$ cat src/verilog/rscl_cfg.svh
`ifndef RSCL_CFG_SVH
`define RSCL_CFG_SVH

// Strap pin positions in the pad vector
`define RSCL_PIN_FE0         0
`define RSCL_PIN_FE1         1
`define RSCL_PIN_FE2         2
`define RSCL_PIN_FE3         3
`define RSCL_PIN_COEX_REQ    4
`define RSCL_PIN_COEX_GNT    5
`define RSCL_PIN_COEX_PRI    6
`define RSCL_PIN_COEX_FREQ   7
`define RSCL_NUM_PINS        8

// Pins whose normal function drives the pad
`define RSCL_FUNC_OUT_MASK   8'h2f

// Strap levels
`define RSCL_DBG_SWD         1'b0
`define RSCL_DBG_JTAG        1'b1
`define RSCL_OSC_38M4        1'b0
`define RSCL_OSC_40M         1'b1

// Boot source codes
`define RSCL_HOST_FLASH      4'hf
`define RSCL_HOST_PROG       4'he
`define RSCL_HOST_SERIAL     4'hd
`define RSCL_HOST_PROG_SDIO  4'hc
`define RSCL_HOST_SER_SDIO   4'hb
`define RSCL_HOST_RESERVED   4'ha

// Register map, byte offsets
`define RSCL_ADDR_W          8
`define RSCL_OFS_STRAP       8'h00
`define RSCL_OFS_BOOT        8'h04
`define RSCL_OFS_CTRL        8'h08

// Field positions
`define RSCL_BOOT_MODE_LSB   0
`define RSCL_BOOT_JTAG_BIT   4
`define RSCL_BOOT_OSC_BIT    5
`define RSCL_CTRL_OUTEN_BIT  0

// Reset values
`define RSCL_CTRL_RST        1'b1

`endif

$ cat src/verilog/rscl_pkg.sv
package rscl_pkg;

    typedef struct packed {
        logic [3:0] host_code;
        logic       osc_sel;
        logic       dbg_sel;
        logic       rsv1;
        logic       rsv0;
    } rscl_strap_s;

    typedef enum logic [2:0] {
        RSCL_BOOT_FLASH      = 3'b000,
        RSCL_BOOT_PROG       = 3'b001,
        RSCL_BOOT_SERIAL     = 3'b010,
        RSCL_BOOT_PROG_SDIO  = 3'b011,
        RSCL_BOOT_SERIAL_SDIO = 3'b100,
        RSCL_BOOT_RESERVED   = 3'b101,
        RSCL_BOOT_UNDEFINED  = 3'b110
    } rscl_boot_e;

    typedef enum logic {
        RSCL_DBG_SWD  = 1'b0,
        RSCL_DBG_JTAG = 1'b1
    } rscl_dbg_e;

endpackage : rscl_pkg

$ cat src/verilog/rscl_strap_latch.sv
`include "rscl_cfg.svh"

module rscl_strap_latch #(
    parameter int NUM_PINS = `RSCL_NUM_PINS
) (
    // Clock and reset
    input  wire logic                       clk_sys_i,
    input  wire logic                       reset_i,
    // APB slave
    input  wire logic                       psel_i,
    input  wire logic                       penable_i,
    input  wire logic                       pwrite_i,
    input  wire logic [`RSCL_ADDR_W-1:0]    paddr_i,
    input  wire logic [31:0]                pwdata_i,
    output logic [31:0]                     prdata_o,
    output logic                            pready_o,
    output logic                            pslverr_o,
    // Strap pads
    input  wire logic [NUM_PINS-1:0]        pad_in_i,
    output logic [NUM_PINS-1:0]             pad_out_o,
    output logic [NUM_PINS-1:0]             pad_oe_o,
    // Normal pin functions
    input  wire logic [3:0]                 front_end_ctrl_i,
    input  wire logic [3:0]                 front_end_ctrl_oe_i,
    input  wire logic                       coex_grant_out_i,
    output logic                            coex_request_in_o,
    output logic                            coex_priority_in_o,
    output logic                            coex_frequency_in_o,
    // Boot configuration
    output rscl_pkg::rscl_strap_s           straps_o,
    output rscl_pkg::rscl_boot_e            boot_mode_o,
    output rscl_pkg::rscl_dbg_e             debug_protocol_strap_o,
    output logic                            ref_osc_40m_o,
    output logic                            dbg_swd_en_o,
    output logic                            dbg_jtag_en_o
);
    import rscl_pkg::*;

    // Fixed per pad, so input-only pads carry no enable logic
    localparam logic [NUM_PINS-1:0] FUNC_OUT_MASK = NUM_PINS'(`RSCL_FUNC_OUT_MASK);

    logic [NUM_PINS-1:0] func_out;
    logic [NUM_PINS-1:0] func_oe;
    logic [NUM_PINS-1:0] func_in;
    logic [NUM_PINS-1:0] strap_raw;
    logic                ctrl_out_en;
    rscl_boot_e          next_boot_mode;
    logic                apb_setup;
    logic                apb_access;
    logic                addr_hit;

    always_comb begin
        func_out = '0;
        func_oe  = '0;
        func_out[3:0]                  = front_end_ctrl_i;
        func_oe[3:0]                   = front_end_ctrl_oe_i & {4{ctrl_out_en}};
        func_out[`RSCL_PIN_COEX_GNT]   = coex_grant_out_i;
        func_oe[`RSCL_PIN_COEX_GNT]    = ctrl_out_en;
    end

    // One cell per strap pad
    genvar gi;
    generate
        for (gi = 0; gi < NUM_PINS; gi++) begin : g_cell
            rscl_strap_cell #(
                .FUNC_OUT (FUNC_OUT_MASK[gi])
            ) u_cell (
                .clk_sys_i  (clk_sys_i),
                .reset_i    (reset_i),
                .pad_in_i   (pad_in_i[gi]),
                .pad_out_o  (pad_out_o[gi]),
                .pad_oe_o   (pad_oe_o[gi]),
                .func_out_i (func_out[gi]),
                .func_oe_i  (func_oe[gi]),
                .func_in_o  (func_in[gi]),
                .strap_o    (strap_raw[gi])
            );
        end
    endgenerate

    assign coex_request_in_o   = func_in[`RSCL_PIN_COEX_REQ];
    assign coex_priority_in_o  = func_in[`RSCL_PIN_COEX_PRI];
    assign coex_frequency_in_o = func_in[`RSCL_PIN_COEX_FREQ];

    // Host code bit order follows the pad order
    always_comb begin
        straps_o.rsv0      = strap_raw[`RSCL_PIN_FE0];
        straps_o.rsv1      = strap_raw[`RSCL_PIN_FE1];
        straps_o.dbg_sel   = strap_raw[`RSCL_PIN_FE2];
        straps_o.osc_sel   = strap_raw[`RSCL_PIN_FE3];
        straps_o.host_code = {strap_raw[`RSCL_PIN_COEX_FREQ], strap_raw[`RSCL_PIN_COEX_PRI],
                              strap_raw[`RSCL_PIN_COEX_GNT], strap_raw[`RSCL_PIN_COEX_REQ]};
    end

    always_comb begin
        unique case (straps_o.host_code)
            `RSCL_HOST_FLASH:    next_boot_mode = RSCL_BOOT_FLASH;
            `RSCL_HOST_PROG:     next_boot_mode = RSCL_BOOT_PROG;
            `RSCL_HOST_SERIAL:   next_boot_mode = RSCL_BOOT_SERIAL;
            `RSCL_HOST_PROG_SDIO: next_boot_mode = RSCL_BOOT_PROG_SDIO;
            `RSCL_HOST_SER_SDIO: next_boot_mode = RSCL_BOOT_SERIAL_SDIO;
            `RSCL_HOST_RESERVED: next_boot_mode = RSCL_BOOT_RESERVED;
            default:             next_boot_mode = RSCL_BOOT_UNDEFINED;
        endcase
    end

    // Decoded outputs follow the straps one clock later
    always_ff @(posedge clk_sys_i) begin
        boot_mode_o <= next_boot_mode;
    end

    always_ff @(posedge clk_sys_i) begin
        debug_protocol_strap_o <= rscl_dbg_e'(straps_o.dbg_sel);
        dbg_jtag_en_o          <= (straps_o.dbg_sel == `RSCL_DBG_JTAG);
        dbg_swd_en_o           <= (straps_o.dbg_sel == `RSCL_DBG_SWD);
    end

    always_ff @(posedge clk_sys_i) begin
        ref_osc_40m_o <= (straps_o.osc_sel == `RSCL_OSC_40M);
    end

    // APB slave, zero wait: read data registered in the setup cycle
    assign apb_setup  = psel_i && !penable_i;
    assign apb_access = psel_i && penable_i;
    assign addr_hit   = (paddr_i == `RSCL_OFS_STRAP) || (paddr_i == `RSCL_OFS_BOOT)
                        || (paddr_i == `RSCL_OFS_CTRL);
    assign pready_o   = apb_access;
    assign pslverr_o  = apb_access && !addr_hit;

    always_ff @(posedge clk_sys_i) begin
        if (reset_i) begin
            ctrl_out_en <= `RSCL_CTRL_RST;
        end else if (apb_access && pwrite_i && paddr_i == `RSCL_OFS_CTRL) begin
            ctrl_out_en <= pwdata_i[`RSCL_CTRL_OUTEN_BIT];
        end
    end

    always_ff @(posedge clk_sys_i) begin
        if (reset_i) begin
            prdata_o <= '0;
        end else if (apb_setup && !pwrite_i) begin
            prdata_o <= '0;
            unique case (paddr_i)
                `RSCL_OFS_STRAP: prdata_o[NUM_PINS-1:0] <= straps_o;
                `RSCL_OFS_BOOT: begin
                    prdata_o[`RSCL_BOOT_MODE_LSB +: 3]  <= boot_mode_o;
                    prdata_o[`RSCL_BOOT_JTAG_BIT]       <= dbg_jtag_en_o;
                    prdata_o[`RSCL_BOOT_OSC_BIT]        <= ref_osc_40m_o;
                end
                `RSCL_OFS_CTRL: prdata_o[`RSCL_CTRL_OUTEN_BIT] <= ctrl_out_en;
                default: prdata_o <= '0;
            endcase
        end
    end

    a_pads_input_rst: assert property (@(posedge clk_sys_i)
        reset_i |-> pad_oe_o == '0)
        else $error("Strap pad driven during reset");

    a_func_after_rst: assert property (@(posedge clk_sys_i)
        !reset_i |-> pad_oe_o[`RSCL_PIN_COEX_GNT] == ctrl_out_en
            && pad_out_o[`RSCL_PIN_COEX_GNT] == coex_grant_out_i)
        else $error("Pad not on normal function after reset");

    a_strap_capture: assert property (@(posedge clk_sys_i)
        reset_i |=> strap_raw == $past(pad_in_i))
        else $error("Strap level not captured in reset");

    a_strap_hold: assert property (@(posedge clk_sys_i) disable iff (reset_i)
        !$past(reset_i) |-> $stable(strap_raw))
        else $error("Latched strap changed outside reset");

    a_host_order: assert property (@(posedge clk_sys_i)
        reset_i |=> straps_o.host_code[0] == $past(pad_in_i[`RSCL_PIN_COEX_REQ])
            && straps_o.host_code[3] == $past(pad_in_i[`RSCL_PIN_COEX_FREQ]))
        else $error("Boot code bit order wrong");

    a_dbg_select: assert property (@(posedge clk_sys_i) disable iff (reset_i)
        ##1 debug_protocol_strap_o == rscl_dbg_e'($past(straps_o.dbg_sel)))
        else $error("Debug protocol does not follow strap");

    a_dbg_group: assert property (@(posedge clk_sys_i) disable iff (reset_i)
        ##1 (dbg_jtag_en_o != dbg_swd_en_o) && (dbg_jtag_en_o == $past(straps_o.dbg_sel)))
        else $error("Debug pin group not switched");

    a_osc_select: assert property (@(posedge clk_sys_i) disable iff (reset_i)
        ##1 ref_osc_40m_o == $past(straps_o.osc_sel))
        else $error("Clock select does not follow strap");

    a_boot_flash: assert property (@(posedge clk_sys_i)
        straps_o.host_code == `RSCL_HOST_FLASH |=> boot_mode_o == RSCL_BOOT_FLASH)
        else $error("Code 1111 did not select flash boot");

    a_boot_sdio: assert property (@(posedge clk_sys_i)
        straps_o.host_code == `RSCL_HOST_SER_SDIO |=> boot_mode_o == RSCL_BOOT_SERIAL_SDIO)
        else $error("Code 1011 did not select SDIO serial boot");

    a_boot_prog: assert property (@(posedge clk_sys_i)
        straps_o.host_code == `RSCL_HOST_PROG |=> boot_mode_o == RSCL_BOOT_PROG)
        else $error("Code 1110 did not select programming boot");

    a_boot_serial: assert property (@(posedge clk_sys_i)
        straps_o.host_code == `RSCL_HOST_SERIAL |=> boot_mode_o == RSCL_BOOT_SERIAL)
        else $error("Code 1101 did not select serial boot");

    a_boot_prog_sdio: assert property (@(posedge clk_sys_i)
        straps_o.host_code == `RSCL_HOST_PROG_SDIO |=> boot_mode_o == RSCL_BOOT_PROG_SDIO)
        else $error("Code 1100 did not select SDIO programming boot");

    a_boot_reserved: assert property (@(posedge clk_sys_i)
        straps_o.host_code == `RSCL_HOST_RESERVED |=> boot_mode_o == RSCL_BOOT_RESERVED)
        else $error("Code 1010 not decoded as reserved");

endmodule : rscl_strap_latch

$ cat src/verilog/rscl_strap_cell.sv
`include "rscl_cfg.svh"

module rscl_strap_cell #(
    parameter bit FUNC_OUT = 1'b0
) (
    // Clock and reset
    input  wire logic clk_sys_i,
    input  wire logic reset_i,
    // Pad side
    input  wire logic pad_in_i,
    output logic      pad_out_o,
    output logic      pad_oe_o,
    // Core side
    input  wire logic func_out_i,
    input  wire logic func_oe_i,
    output logic      func_in_o,
    output logic      strap_o
);
    import rscl_pkg::*;

    // Pad level already includes the pull-up when floating
    always_ff @(posedge clk_sys_i) begin
        if (reset_i) begin
            strap_o <= pad_in_i;
        end
    end

    // Input only under reset, function released at once after
    assign pad_oe_o  = !reset_i && FUNC_OUT && func_oe_i;
    assign pad_out_o = reset_i ? 1'b0 : func_out_i;
    assign func_in_o = reset_i ? 1'b1 : pad_in_i;

endmodule : rscl_strap_cell

$ cat config.mk
export PLATFORM = sky130hd
export DESIGN_NAME = rscl_strap_latch
export DESIGN_NICKNAME = d
export VERILOG_FILES = /design/src/verilog/rscl_pkg.sv /design/src/verilog/rscl_strap_latch.sv /design/src/verilog/rscl_strap_cell.sv
export VERILOG_INCLUDE_DIRS = /design/src /design/src/verilog
export SDC_FILE = /design/constraint.sdc
export NUM_CORES = 1
export LEC_CHECK = 0
export BUFFER_PORTS_ARGS = -buffer_cell sky130_fd_sc_hd__buf_4
export CAP_MARGIN = 0
export CELL_PAD_IN_SITES_DETAIL_PLACEMENT = 0
export CELL_PAD_IN_SITES_GLOBAL_PLACEMENT = 1
export CORE_ASPECT_RATIO = 2
export CORE_MARGIN = 2
export CORE_UTILIZATION = 26
export CTS_BUF_LIST = sky130_fd_sc_hd__clkbuf_2
export DETAILED_ROUTE_END_ITERATION = 8
export GPL_TIMING_DRIVEN = 0
export PLACE_DENSITY = 0.9
export RECOVER_POWER = 100
export SLEW_MARGIN = 10
export SYNTH_ARGS = -nofsm -noshare
export SYNTH_HDL_FRONTEND = slang
export SYNTH_SLANG_ARGS = --single-unit
export TNS_END_PERCENT = 100
$ cat constraint.sdc
create_clock -name clk_sys_i -period 4.6 [get_ports clk_sys_i]
set_input_delay 0.92 -clock clk_sys_i [delete_from_list [all_inputs] [get_ports clk_sys_i]]
set_output_delay 0.92 -clock clk_sys_i [all_outputs]
set_load 0.02 [all_outputs]
# Word-level counts from Yosys, hierarchy flattened
# Cells that the tools add are included.
dict set report totals {
  output_inout_bits 68
  ram_bits 0
  in_bits 62
  elab_cells 56
  mem_bits_ro 0
  latch_bits 0
  memories 0
  reg_bits 23
}
dict set report classes {
  div 0
  shift 0
  mul 0
  magnitude_cmp 0
  muxes 14
  n_reduce_logical 18
  eq_ne 8
  n_bitwise 2
  add_sub_neg 0
}
# operator count
set ops {}
lappend ops {{$eq 4x4->1 const B} 6}
lappend ops {{$pmux 3 s6} 1}
lappend ops {{$logic_and 1x1->1} 11}
lappend ops {{$mux 1} 9}
lappend ops {{$eq 8x3->1 const B} 1}
lappend ops {{$eq 8x4->1 const B} 1}
lappend ops {{$logic_not 8->1} 1}
lappend ops {{$pmux 2 s2} 2}
lappend ops {{$and 4x4->4} 1}
lappend ops {{$logic_not 1->1} 4}
lappend ops {{$pmux 1 s3} 1}
lappend ops {{$logic_or 1x1->1} 2}
lappend ops {{$mux 2} 1}
lappend ops {{$not 1->1} 1}

# Longest topological paths before layout
# Gate-level depths: netlist (run 1).
dict set report logic_depth {
  depth_word 5
  ltp_mapped 5
  depth_no_buf 4
}

# Modules after synthesis
# From an unflattened synthesis (run 1), not the netlist that was laid out.
dict set report unflattened {
  hier_cells 125
  area_unflattened_um2 1236.2
}
# module n_inst area_each_um2 seq_area_each_um2 cells_each
set modules_own_cells {}
lappend modules_own_cells {rscl_strap_latch 1 823.3 300.3 90}
lappend modules_own_cells {{rscl_strap_cell at g_cell[0].u_cell ...} 5 48.8 30.0 4}
lappend modules_own_cells {{rscl_strap_cell at g_cell[4].u_cell ...} 3 56.3 30.0 5}

# Worst setup path before layout (run 1)
# OpenSTA, ideal clock, no wires.
dict set report synth_timing {
  kind {input-to-output}
  start {in paddr_i[1]}
  end {out pslverr_o}
  n_path_buf 0
  path_stages 3
  arrival_time_ns 1.932
  path_slack_ns 1.748
  required_time_ns 3.680
  cell_sequence {or4_4 > a2111oi_0 > nor2b_1}
}
dict set report synth_via {
  elab_chain_cells 5
  word_cells_on_any_way 7
  classes_between {2 x eq/ne; 5 x reduce/logical}
}
# element line
set synth_rtl {}
lappend synth_rtl {{from (decl)} rscl_strap_latch.sv:13} ;# input wire logic [`RSCL_ADDR_W-1:0] paddr_i,
lappend synth_rtl {{$eq 8x3->1 / $logic_not 8->1 (equally long branches)} n/a}
lappend synth_rtl {{$logic_or 1x1->1} rscl_strap_latch.sv:125} ;# assign addr_hit = (paddr_i == `RSCL_OFS_STRAP) || (paddr_i == `RSCL_OFS_BOOT)
lappend synth_rtl {{$logic_or 1x1->1 *} rscl_strap_latch.sv:125}
lappend synth_rtl {{$logic_not 1->1 *} rscl_strap_latch.sv:128} ;# assign pslverr_o = apb_access && !addr_hit;
lappend synth_rtl {{$logic_and 1x1->1 *} rscl_strap_latch.sv:128}
lappend synth_rtl {{to (decl)} rscl_strap_latch.sv:17} ;# output logic pslverr_o,
# Mark *: on every way between the ends. The rest lies on a longest branch, timed or not.

# Worst setup path after layout (run 1)
dict set report layout_timing {
  start {in reset_i}
  end {out coex_request_in_o}
}
dict set report layout_via {
  elab_chain_cells 1
}
# element line
set layout_rtl {}
lappend layout_rtl {{from (decl)} rscl_strap_latch.sv:8} ;# input wire logic reset_i,
lappend layout_rtl {{$mux 1} rscl_strap_cell.sv:31} ;# assign func_in_o = reset_i ? 1'b1 : pad_in_i;
lappend layout_rtl {{to (decl)} rscl_strap_latch.sv:26} ;# output logic coex_request_in_o,
# No other way between the ends.

==> impl_results.md, run 1 <==
- Max_slew headroom: 24.3%
- GP Congestion: 0.619
- Area leader, netlist: buf_4
- DIE HEIGHT: 104 µm
- Layout cell share with drive strength beyond 1: 41.8%
- Capturing point of the worst reg2reg path: prdata_o[0]$_SDFFE_PP0P_
- Gr ovfl total: 0
- Max VDD drop: approximately 0.13 mV
- Reg2Reg Depth: 3
- Register area: between 500 and 600 µm²
- Synthesized instance count: ~130
- Worst-Margin Slew: 1.13 ns
- First-pass DRT Iterations: 2
- FF+latch count, synth: 23
- Combined area of the multi-input logic cells: ~460 µm²
- Min-Delay Path Depth: 0
- Clk_skew: just over 0.006 ns
- Placed insts: between 200 and 300
- I/O pin cnt: 130
- Hold/Removal Path Class: reg -> reg
- Final-report setup violation count: 0
- Leak: 0.000913 µW
- HP Start: g_cell[3].u_cell.strap_o$_DFFE_PP_
- Final Cycle Share: 70.1%
- Slew Limit Fails: 0
- Largest net degree at the start of global routing: 16
- Synth Area per Inst: approximately 9.9 µm²
- Clock-pin slew on the worst setup and hold paths: between 0.2 and 0.25 ns
- Largest stage delay, worst path: about 0.56 ns
- CP Capture Type: primary output
- Max Cap Violations: 0
- Element type at the critical path start: primary input
- Most Frequent Cell on Critical Path: clkbuf_1
- Crit-path max FO: 15
- Async SR Flop Fraction: 0%
- Syn. warnings: 0
- Status: finished, final reports clean
- Top_reg_cell synth: dfxtp_1
- Crit path DAT: between 2 and 2.5 ns
- Setup total negative slack: 0 ns
- Num CTS Buffers: 3
- Chip Width: approximately 54 µm
- Seq/Total Area, Yosys: about two fifths
- ANT nets after route: 0
- Clock Path Buffers: 2
- Final Hold Vio Count: 0
- Max Fclk: between 300 and 400 MHz
- Slowest-stage cell, CP: clkbuf_1
- Synth unique cells: 29
- Initial core utilization: a little over a quarter
- Clk sinks: 23
- Drt initial violations: 15
- Core footprint: around 5000 µm²
- Num rows: 36
- H-tree depth: 1
- Fillers: 545
- Post-layout power: roughly 450 µW
- Placement Cell Area: between 1500 and 2000 µm²
- WP buf/inv: 3
- WP data required: about 3.7 ns
- Initial antenna violation count: 0
- R2r setup slk: 3.65 ns
- Total global-route track usage: 9.31%
- Post-route DRC: 0
- Area Overhead vs Synth: 44.2%
- Hpwl dp: around 2400 µm
- Post-synth top area share: around 28%
- Synth top area cells: buf_4, dfxtp_1, edfxtp_1, mux2i_1, nor2b_1
- DR vias/cell: around 3.8
- Mapped Area: ~1300 µm²
- List of most frequent post-synthesis cells: buf_4, dfxtp_1, nor2_1, edfxtp_1, nor2b_1
- First-pass GRT wire length: about 3900 µm
- Worst path cell trace: clkbuf_1, clkbuf_1, or2_2, clkbuf_1
- Worst r2r src: g_cell[0].u_cell.strap_o$_DFFE_PP_
- Tmin final: 3.23 ns
- Min-Delay Endpoint: ref_osc_40m_o$_DFF_P_
- Post-CTS Setup Bufs: 0
- Port buffer count: 67
- Detailed-route via count: 1084
- Most numerous cell in the Yosys netlist: buf_4
- Top delay family on crit path: buffers and inverters
- CTS tree: yes
- NumNets Final: 295
- CTS Root Cell: clkbuf_2
- Number of gates resized after cts: 0
- Final instance area: around 1900 µm²
- CP Class: in -> out
- Finished Layout Cells: 289
- PD cells: approximately 240 nW/µm²
- Vias in the first global route: approximately 930
- Hold Buf Count CTS: 0
- Clk Latency, worst-skew pair: 0.32 ns
- Post-synth EDFFs: 8
- Final wirelength: roughly 2800 µm
- DIE AREA: approximately 5600 µm²
- DR WL/cell: 9.71 µm
- RSZ-0062 raised after global routing: false
- Final antenna diode count: 0
cell type report:
type	instances	share of cell area, %
Tap cell	57	3.79
Buffer	52	20.2
Timing Repair Buffer	67	21.4
Inverter	1	0.200
Multi-Input combinational cell	85	24.7
Sequential cell	23	28.7
Clock buffer	3	0.798
Clock inverter	1	0.266
report_power, final:
group          switching, µW  internal (µW)
logic                   75.8           66.1
clock network           58.9           19.7
registers               6.68            223
total                    141            309
how the worst max path moves through the flow:
stage / to / start / depth (start not counted) / slack, ns
global placement: pslverr_o / paddr_i[1] / 5 / 1.46
CTS: pslverr_o / paddr_i[1] / 5 / 1.43
floorplan: pslverr_o / paddr_i[1] / 3 / 1.75
detailed placement: pslverr_o / paddr_i[1] / 5 / 1.44
global route: coex_request_in_o / reset_i / 4 / 1.23
finish: coex_request_in_o / reset_i / 4 / 1.37
worst register-to-register path, cell delays in order (launching register included):
cell and delay, ns:
edfxtp_1 0.42, mux2_2 0.28, nand3_1 0.10, a21oi_1 0.07
state kept, by name, summed over array words and instances (netlist names):
signal,count
ref_osc_40m_o,1
ctrl_out_en,1
boot_mode_o,3
prdata_o,8
dbg_swd_en_o,1
g_cell.u_cell.strap_o,8
dbg_jtag_en_o,1
cell families (layout without fill, tap and decap cells):
family,after synthesis,after routing,share of synthesized area [%]
buffers and inverters,53,124,29.4
AND/OR/NAND/NOR,37,37,17.7
flip-flops,23,23,41.5
AO/OA/AOI/OAI,12,12,6.53
multiplexers,6,6,4.70
other,1,30,0.288
layer usage:
layer / up-vias / global-route usage, % / part of all wire [%]
li1: 560 / - / -
met1: 458 / 7.78 / 31
met2: 64 / 18.6 / 56
met3: 2 / 2.16 / 12
met4: 0 / 3.75 / 0.64
met5: - / 0 / 0
cell usage in the layout, fill, tap and decap left out:
cell type  instances
or4_1              1
or2_2              3
a21oi_1            2
conb_1            30
mux2i_1            5
edfxtp_1           8
or3_1              1
nand2b_1           1
clkbuf_2           3
o21bai_1           1
inv_1              1
a31oi_1            1
or3b_1             1
clkbuf_1          30
nor4_1             2
nor2_1            10
a2111oi_0          1
dfxtp_1           15
clkbuf_4          17
nor3b_1            1
nor2b_1            7
and3_1             1
a22oi_1            3
buf_4             72
a211oi_1           4
clkinv_2           1
mux2_2             1
and2_0             6
nand3_1            1
nand2_1            2
through the flow:
step | hold WS [ns] | util, % | setup slack [ns]
2_1_floorplan | 0.372 | - | 1.75
3_3_place_gp | 0.393 | 40.8 | 1.46
3_5_place_dp | 0.404 | 40.8 | 1.44
4_1_cts | 0.450 | 41.3 | 1.43
5_1_grt | 0.459 | 38.7 | 1.23
6_report | 0.438 | 38.7 | 1.37
(Power assumes the default switching activity.)
==> run 2, diff against run 1 <==
--- a/config.mk
+++ b/config.mk
@@ -12,11 +12,11 @@
 export CELL_PAD_IN_SITES_GLOBAL_PLACEMENT = 1
 export CORE_ASPECT_RATIO = 2
 export CORE_MARGIN = 2
-export CORE_UTILIZATION = 26
+export CORE_UTILIZATION = 22
 export CTS_BUF_LIST = sky130_fd_sc_hd__clkbuf_2
 export DETAILED_ROUTE_END_ITERATION = 8
 export GPL_TIMING_DRIVEN = 0
-export PLACE_DENSITY = 0.9
+export PLACE_DENSITY = 0.81
 export RECOVER_POWER = 100
 export SLEW_MARGIN = 10
 export SYNTH_ARGS = -nofsm -noshare
==> constraint.sdc (replaced) <==
create_clock -name clk_sys_i -period 2.89 [get_ports clk_sys_i]
set_input_delay 0.578 -clock clk_sys_i [delete_from_list [all_inputs] [get_ports clk_sys_i]]
set_output_delay 0.578 -clock clk_sys_i [all_outputs]
set_load 0.02 [all_outputs]
==> impl_results.md, run 2 (same netlist as run 1, synthesis figures left out) <==
- R2r setup slk: 1.99 ns (-1.66 ns)
- Element type at the critical path start: primary input
- Setup total negative slack: 0 ns (unchanged)
- Worst hold margin: 0.431 ns (-0.00682 ns)
- Max Fclk: between 300 and 400 MHz
- CTS tree: yes
- Final wirelength: 3040 µm (+8.5%)
- Slowest-stage cell, CP: clkbuf_1
- Max Cap Violations: 0 (unchanged)
- Post-route DRC: 0 (unchanged)
- Leak: 0.000917 µW (+0.41%)
- I/O pin cnt: 130 (unchanged)
- ANT nets after route: 0 (unchanged)
- DR vias/cell: 3.77 (+0.64%)
- Num rows: 39 (+8.3%)
- Drt initial violations: 9 (-6)
- Largest regs: g_cell.u_cell.strap_o x8, prdata_o x8, boot_mode_o x3
- Most frequent cells in the layout: buf_4, conb_1, clkbuf_1
- Core footprint: 5710 µm² (+17%)
- Worst-Margin Slew: 1.17 ns (+0.0350 ns)
- PD cells: 384 nW/µm² (+60%)
- Gr ovfl total: 0 (unchanged)
- First-pass GRT wire length: 4590 µm (+16%)
- NumNets Final: 295 (unchanged)
- Clk sinks: 23 (unchanged)
- Max VDD drop: 0.167 mV (+29%)
- Total global-route track usage: 9.01% (-0.29 points)
- RSZ-0062 raised after global routing: false
- CTS Root Cell: clkbuf_2
- Post-CTS Setup Bufs: 0 (unchanged)
- DIE HEIGHT: 113 µm (+8.4%)
- H-tree depth: 1 (unchanged)
- Pre-CTS setup slack: 0.442 ns (-0.993 ns)
- Slew Limit Fails: 0 (unchanged)
- First-pass DRT Iterations: 4 (+2)
- Status: finished, final reports clean
- Post-layout power: 725 µW (+61%)
- CP Class: in -> out
- Clock Path Buffers: 2 (unchanged)
- Max_slew headroom: 21.9% (-2.3 points)
- Tmin final: approximately 2.5 ns
- WP data required: 2.31 ns (-1.37 ns)
- Hold/Removal Path Class: in -> reg
- Largest stage delay, worst path: 0.55 ns (about the same)
- Initial antenna violation count: 0 (unchanged)
- Clock-pin slew on the worst setup and hold paths: 0.22 ns (about the same)
- CP Capture Type: primary output
- Post-layout util: 33.1% (-5.6 points)
- Hpwl dp: 2650 µm (+8.3%)
- Detailed-route via count: 1106 (+2.0%)
- Number of gates resized after cts: 0 (unchanged)
- Setup slack after layout: 0.379 ns (-0.995 ns)
- Num CTS Buffers: 3 (unchanged)
- Clk Latency, worst-skew pair: 0.33 ns (about the same)
- Port buffer count: 67 (unchanged)
- Largest net degree at the start of global routing: 16 (unchanged)
- Hold Buf Count CTS: 0 (unchanged)
- Crit-path max FO: 15 (unchanged)
- Final antenna diode count: 0 (unchanged)
- GP Congestion: 0.751 (+21%)
- DR WL/cell: 10.4 µm (+7.0%)
- Crit path DAT: 1.93 ns (-0.38 ns)
- Final Hold Vio Count: 0 (unchanged)
- Chip Width: 58.4 µm (+8.1%)
- Vias in the first global route: 1075 (+16%)
- Most Frequent Cell on Critical Path: clkbuf_1
- Initial core utilization: 22.8% (-4.0 points)
- Area Overhead vs Synth: 44.9%
- Worst path cell trace: clkbuf_1, clkbuf_1, or2_2, clkbuf_1
- Commonest non-fill, non-tap cell in the layout: buf_4
- Final-report setup violation count: 0 (unchanged)
- DIE AREA: 6600 µm² (+17%)
- Final Cycle Share: ~87%
- Clk_skew: 0.0155 ns (+0.00935 ns)
- Layout cell share with drive strength beyond 1: 42.2% (+0.43 points)
[run 2: cell types whose count changed in the layout (fill, tap and decap cells not counted)]
cell      delta
clkbuf_2     +1
and2_0       -1
clkbuf_4     +1
and2_1       +1
clkbuf_1     -1
clkinv_2     -1
[run 2: layout make-up]
class | count | area [µm²]
clock buffer | 4 | 20.0
timing repair buffer | 67 | 405
tap | 61 | 76.3
inverter | 1 | 3.75
fill | 643 | 3820
sequential | 23 | 541
buffer | 52 | 379
multi-input combinational | 85 | 464
[run 2: worst paths after layout]
path | depth (start not counted) | from | endpoint
setup / recovery | 4 | reset_i | coex_priority_in_o
hold reg to reg | 0 | g_cell[3].u_cell.strap_o$_DFFE_PP_ | ref_osc_40m_o$_DFF_P_
setup reg to reg | 3 | g_cell[0].u_cell.strap_o$_DFFE_PP_ | prdata_o[0]$_SDFFE_PP0P_
hold / removal | 1 | pad_in_i[2] | g_cell[2].u_cell.strap_o$_DFFE_PP_
[run 2: per-stage QoR]
stage,area [µm²],cells
floorplan,1410,161
global placement,1990,289
detailed placement,1990,289
CTS,2010,293
global route,1890,293
finish,1890,293
[run 2: power by group]
part           internal [µW]  switching, µW  leakage [µW]
clock                   36.6           93.3     0.0000166
sequential               355           12.0      0.000202
combinational            106            121      0.000699
total                    498            227      0.000917
[run 2: per-layer routing]
metal	track usage [%]	share of wire [%]	vias up
met4	3.72	0.89	0
met3	1.94	12	2
li1	-	-	562
met2	18.0	55	71
met1	8.10	31	471
met5	0	0	-
[run 2: critical path, delay by kind of cell]
kind	cells	cell delay [ns]
buffers and inverters	3	1.17
and+or+nand+nor	1	0.18
==> run 3, diff against run 2 <==
--- a/config.mk
+++ b/config.mk
@@ -12,14 +12,15 @@
 export CELL_PAD_IN_SITES_GLOBAL_PLACEMENT = 1
 export CORE_ASPECT_RATIO = 2
 export CORE_MARGIN = 2
-export CORE_UTILIZATION = 22
+export CORE_UTILIZATION = 21
 export CTS_BUF_LIST = sky130_fd_sc_hd__clkbuf_2
 export DETAILED_ROUTE_END_ITERATION = 8
 export GPL_TIMING_DRIVEN = 0
-export PLACE_DENSITY = 0.81
+export PLACE_DENSITY = 0.8
 export RECOVER_POWER = 100
 export SLEW_MARGIN = 10
 export SYNTH_ARGS = -nofsm -noshare
 export SYNTH_HDL_FRONTEND = slang
+export SYNTH_HIERARCHICAL = 1
 export SYNTH_SLANG_ARGS = --single-unit
 export TNS_END_PERCENT = 100
==> impl_results.md, run 3 <==
- GP Congestion: 0.657 (-12%)
- Num rows: 39 (unchanged)
- Finished Layout Cells: 278 (-5.1%)
- Met1 WL: 1140 µm (+19%)
- Setup total negative slack: 0 ns (unchanged)
- Clock Path Buffers: 2 (unchanged)
- Core footprint: 5610 µm² (-1.7%)
- CTS tree: yes
- Hold Buf Count CTS: 0 (unchanged)
- Layout cell share with drive strength beyond 1: 30.0% (-12 points)
- Most frequent cells in the layout: buf_4, clkbuf_1, conb_1
- First-pass DRT Iterations: 2 (-2)
- Vias in the first global route: 1000 (-7.0%)
- Uppermost routed layer: met4
- First-pass GRT wire length: 4420 µm (-3.7%)
- DIE HEIGHT: 111 µm (-1.6%)
- Clk sinks: 23 (unchanged)
- Max Cap Violations: 0 (unchanged)
- Crit-path max FO: 31 (+16)
- Mapped Area: 1200 µm² (-7.6%)
- Hold/Removal Path Class: reg -> reg
- CTS Root Cell: clkbuf_2
- Tmin final: 2.50 ns (-0.00869 ns)
- Chip Width: 57.6 µm (-1.5%)
- Area Overhead vs Synth: 43.9%
- Final Cycle Share: 86.6% (-0.30 points)
- PD cells: 395 nW/µm² (+2.9%)
- Total global-route track usage: 8.36% (-0.65 points)
- DR vias/cell: 3.78 (+0.25%)
- Syn. warnings: 6 (+6)
- Clk_skew: 0.00489 ns (-0.0107 ns)
- Gr ovfl total: 0 (unchanged)
- Initial antenna violation count: 0 (unchanged)
- Detailed-route via count: 1052 (-4.9%)
- Worst hold margin: 0.433 ns (+0.00262 ns)
- Hpwl dp: 2260 µm (-15%)
- RSZ-0062 raised after global routing: false
- Max_slew headroom: 15.5% (-6.4 points)
- Max VDD drop: 0.320 mV (+92%)
- Commonest non-fill, non-tap cell in the layout: buf_4
- Port buffer count: 67 (unchanged)
- Synthesized instance count: 120 (-9.1%)
- CP Class: in -> out
- Element type at the critical path start: primary input
- DIE AREA: 6400 µm² (-3.0%)
- Initial core utilization: 21.5% (-1.4 points)
- Synth Area per Inst: 10.0 µm² (+1.7%)
- WP data required: 2.31 ns (about the same)
- Clk Latency, worst-skew pair: 0.31 ns (-0.02 ns)
- Post-layout util: 30.9% (-2.2 points)
- DR WL/cell: 9.81 µm (-5.6%)
- Worst-Margin Slew: 1.27 ns (+0.0990 ns)
- Number of gates resized after cts: 0 (unchanged)
- Final wirelength: 2730 µm (-10%)
- Post-route DRC: 0 (unchanged)
- NumNets Final: 280 (-5.1%)
- Met3 WL post-DR: 426 µm (+13%)
- Slew Limit Fails: 0 (unchanged)
- Leak: 0.000789 µW (-14%)
- Crit path DAT: 1.92 ns (about the same)
- Drt initial violations: 10 (+1)
- Final antenna diode count: 0 (unchanged)
- Status: finished, final reports clean
- Final Hold Vio Count: 0 (unchanged)
- Placed insts: 274 (-5.2%)
- I/O pin cnt: 130 (unchanged)
- Final-report setup violation count: 0 (unchanged)
- Largest net degree at the start of global routing: 32 (+16)
- Met2 wire length: 1140 µm (-32%)
- H-tree depth: 1 (unchanged)
- Largest regs: g_cell.u_cell/strap_o x8, prdata_o x8, boot_mode_o x3
- Max Fclk: 400 MHz (+0.35%)
- ANT nets after route: 0 (unchanged)
- CP Capture Type: primary output
- Num CTS Buffers: 3 (unchanged)
- Clock-pin slew on the worst setup and hold paths: 0.19 ns (-0.03 ns)
- Post-CTS Setup Bufs: 0 (unchanged)
run 3: per-layer routing:
layer | track usage [%] | vias to the layer above
met5 | 0 | -
met4 | 2.79 | 0
met3 | 3.85 | 2
met2 | 12.0 | 76
met1 | 11.0 | 436
li1 | - | 538
run 3: worst max-delay path: stages:
cell	delay (ns)
clkbuf_1	0.91
or2_1	0.21
clkbuf_1	0.23
run 3: final timing paths:
| path | depth (start not counted) | endpoint | from | slack, ns |
|---|---|---|---|---|
| worst min-delay path | 0 | ref_osc_40m_o$_DFF_P_ | g_cell[3].u_cell/strap_o$_DFFE_PP_ | 0.43 |
| worst max-delay path | 3 | coex_priority_in_o | reset_i | 0.39 |
| worst min register to register | 0 | ref_osc_40m_o$_DFF_P_ | g_cell[3].u_cell/strap_o$_DFFE_PP_ | 0.43 |
| worst max register to register | 3 | prdata_o[0]$_SDFFE_PP0P_ | g_cell[0].u_cell/strap_o$_DFFE_PP_ | 1.89 |
run 3: stage by stage:
stage	worst slack (ns)	area, µm²	total power, µW
finish	0.387	1730	685
global route	0.215	1730	726
CTS	0.453	1900	723
detailed placement	0.463	1880	600
global placement	0.456	1880	597
floorplan	0.722	1300	507
run 3: cell type report:
class	count	area (µm²)
timing repair buffer	67	360
inverter	1	3.75
clock buffer	3	15.0
clock inverter	1	5.00
multi-input combinational	92	515
fill	633	3880
tap	61	76.3
sequential	23	541
buffer	30	218
run 3: power by group:
part / leakage (µW) / total (µW) / switching [µW] / internal [µW]
registers: 0.000202 / 367 / 11.8 / 355
logic: 0.000571 / 198 / 118 / 79.8
clock network: 0.0000164 / 120 / 88.5 / 31.4
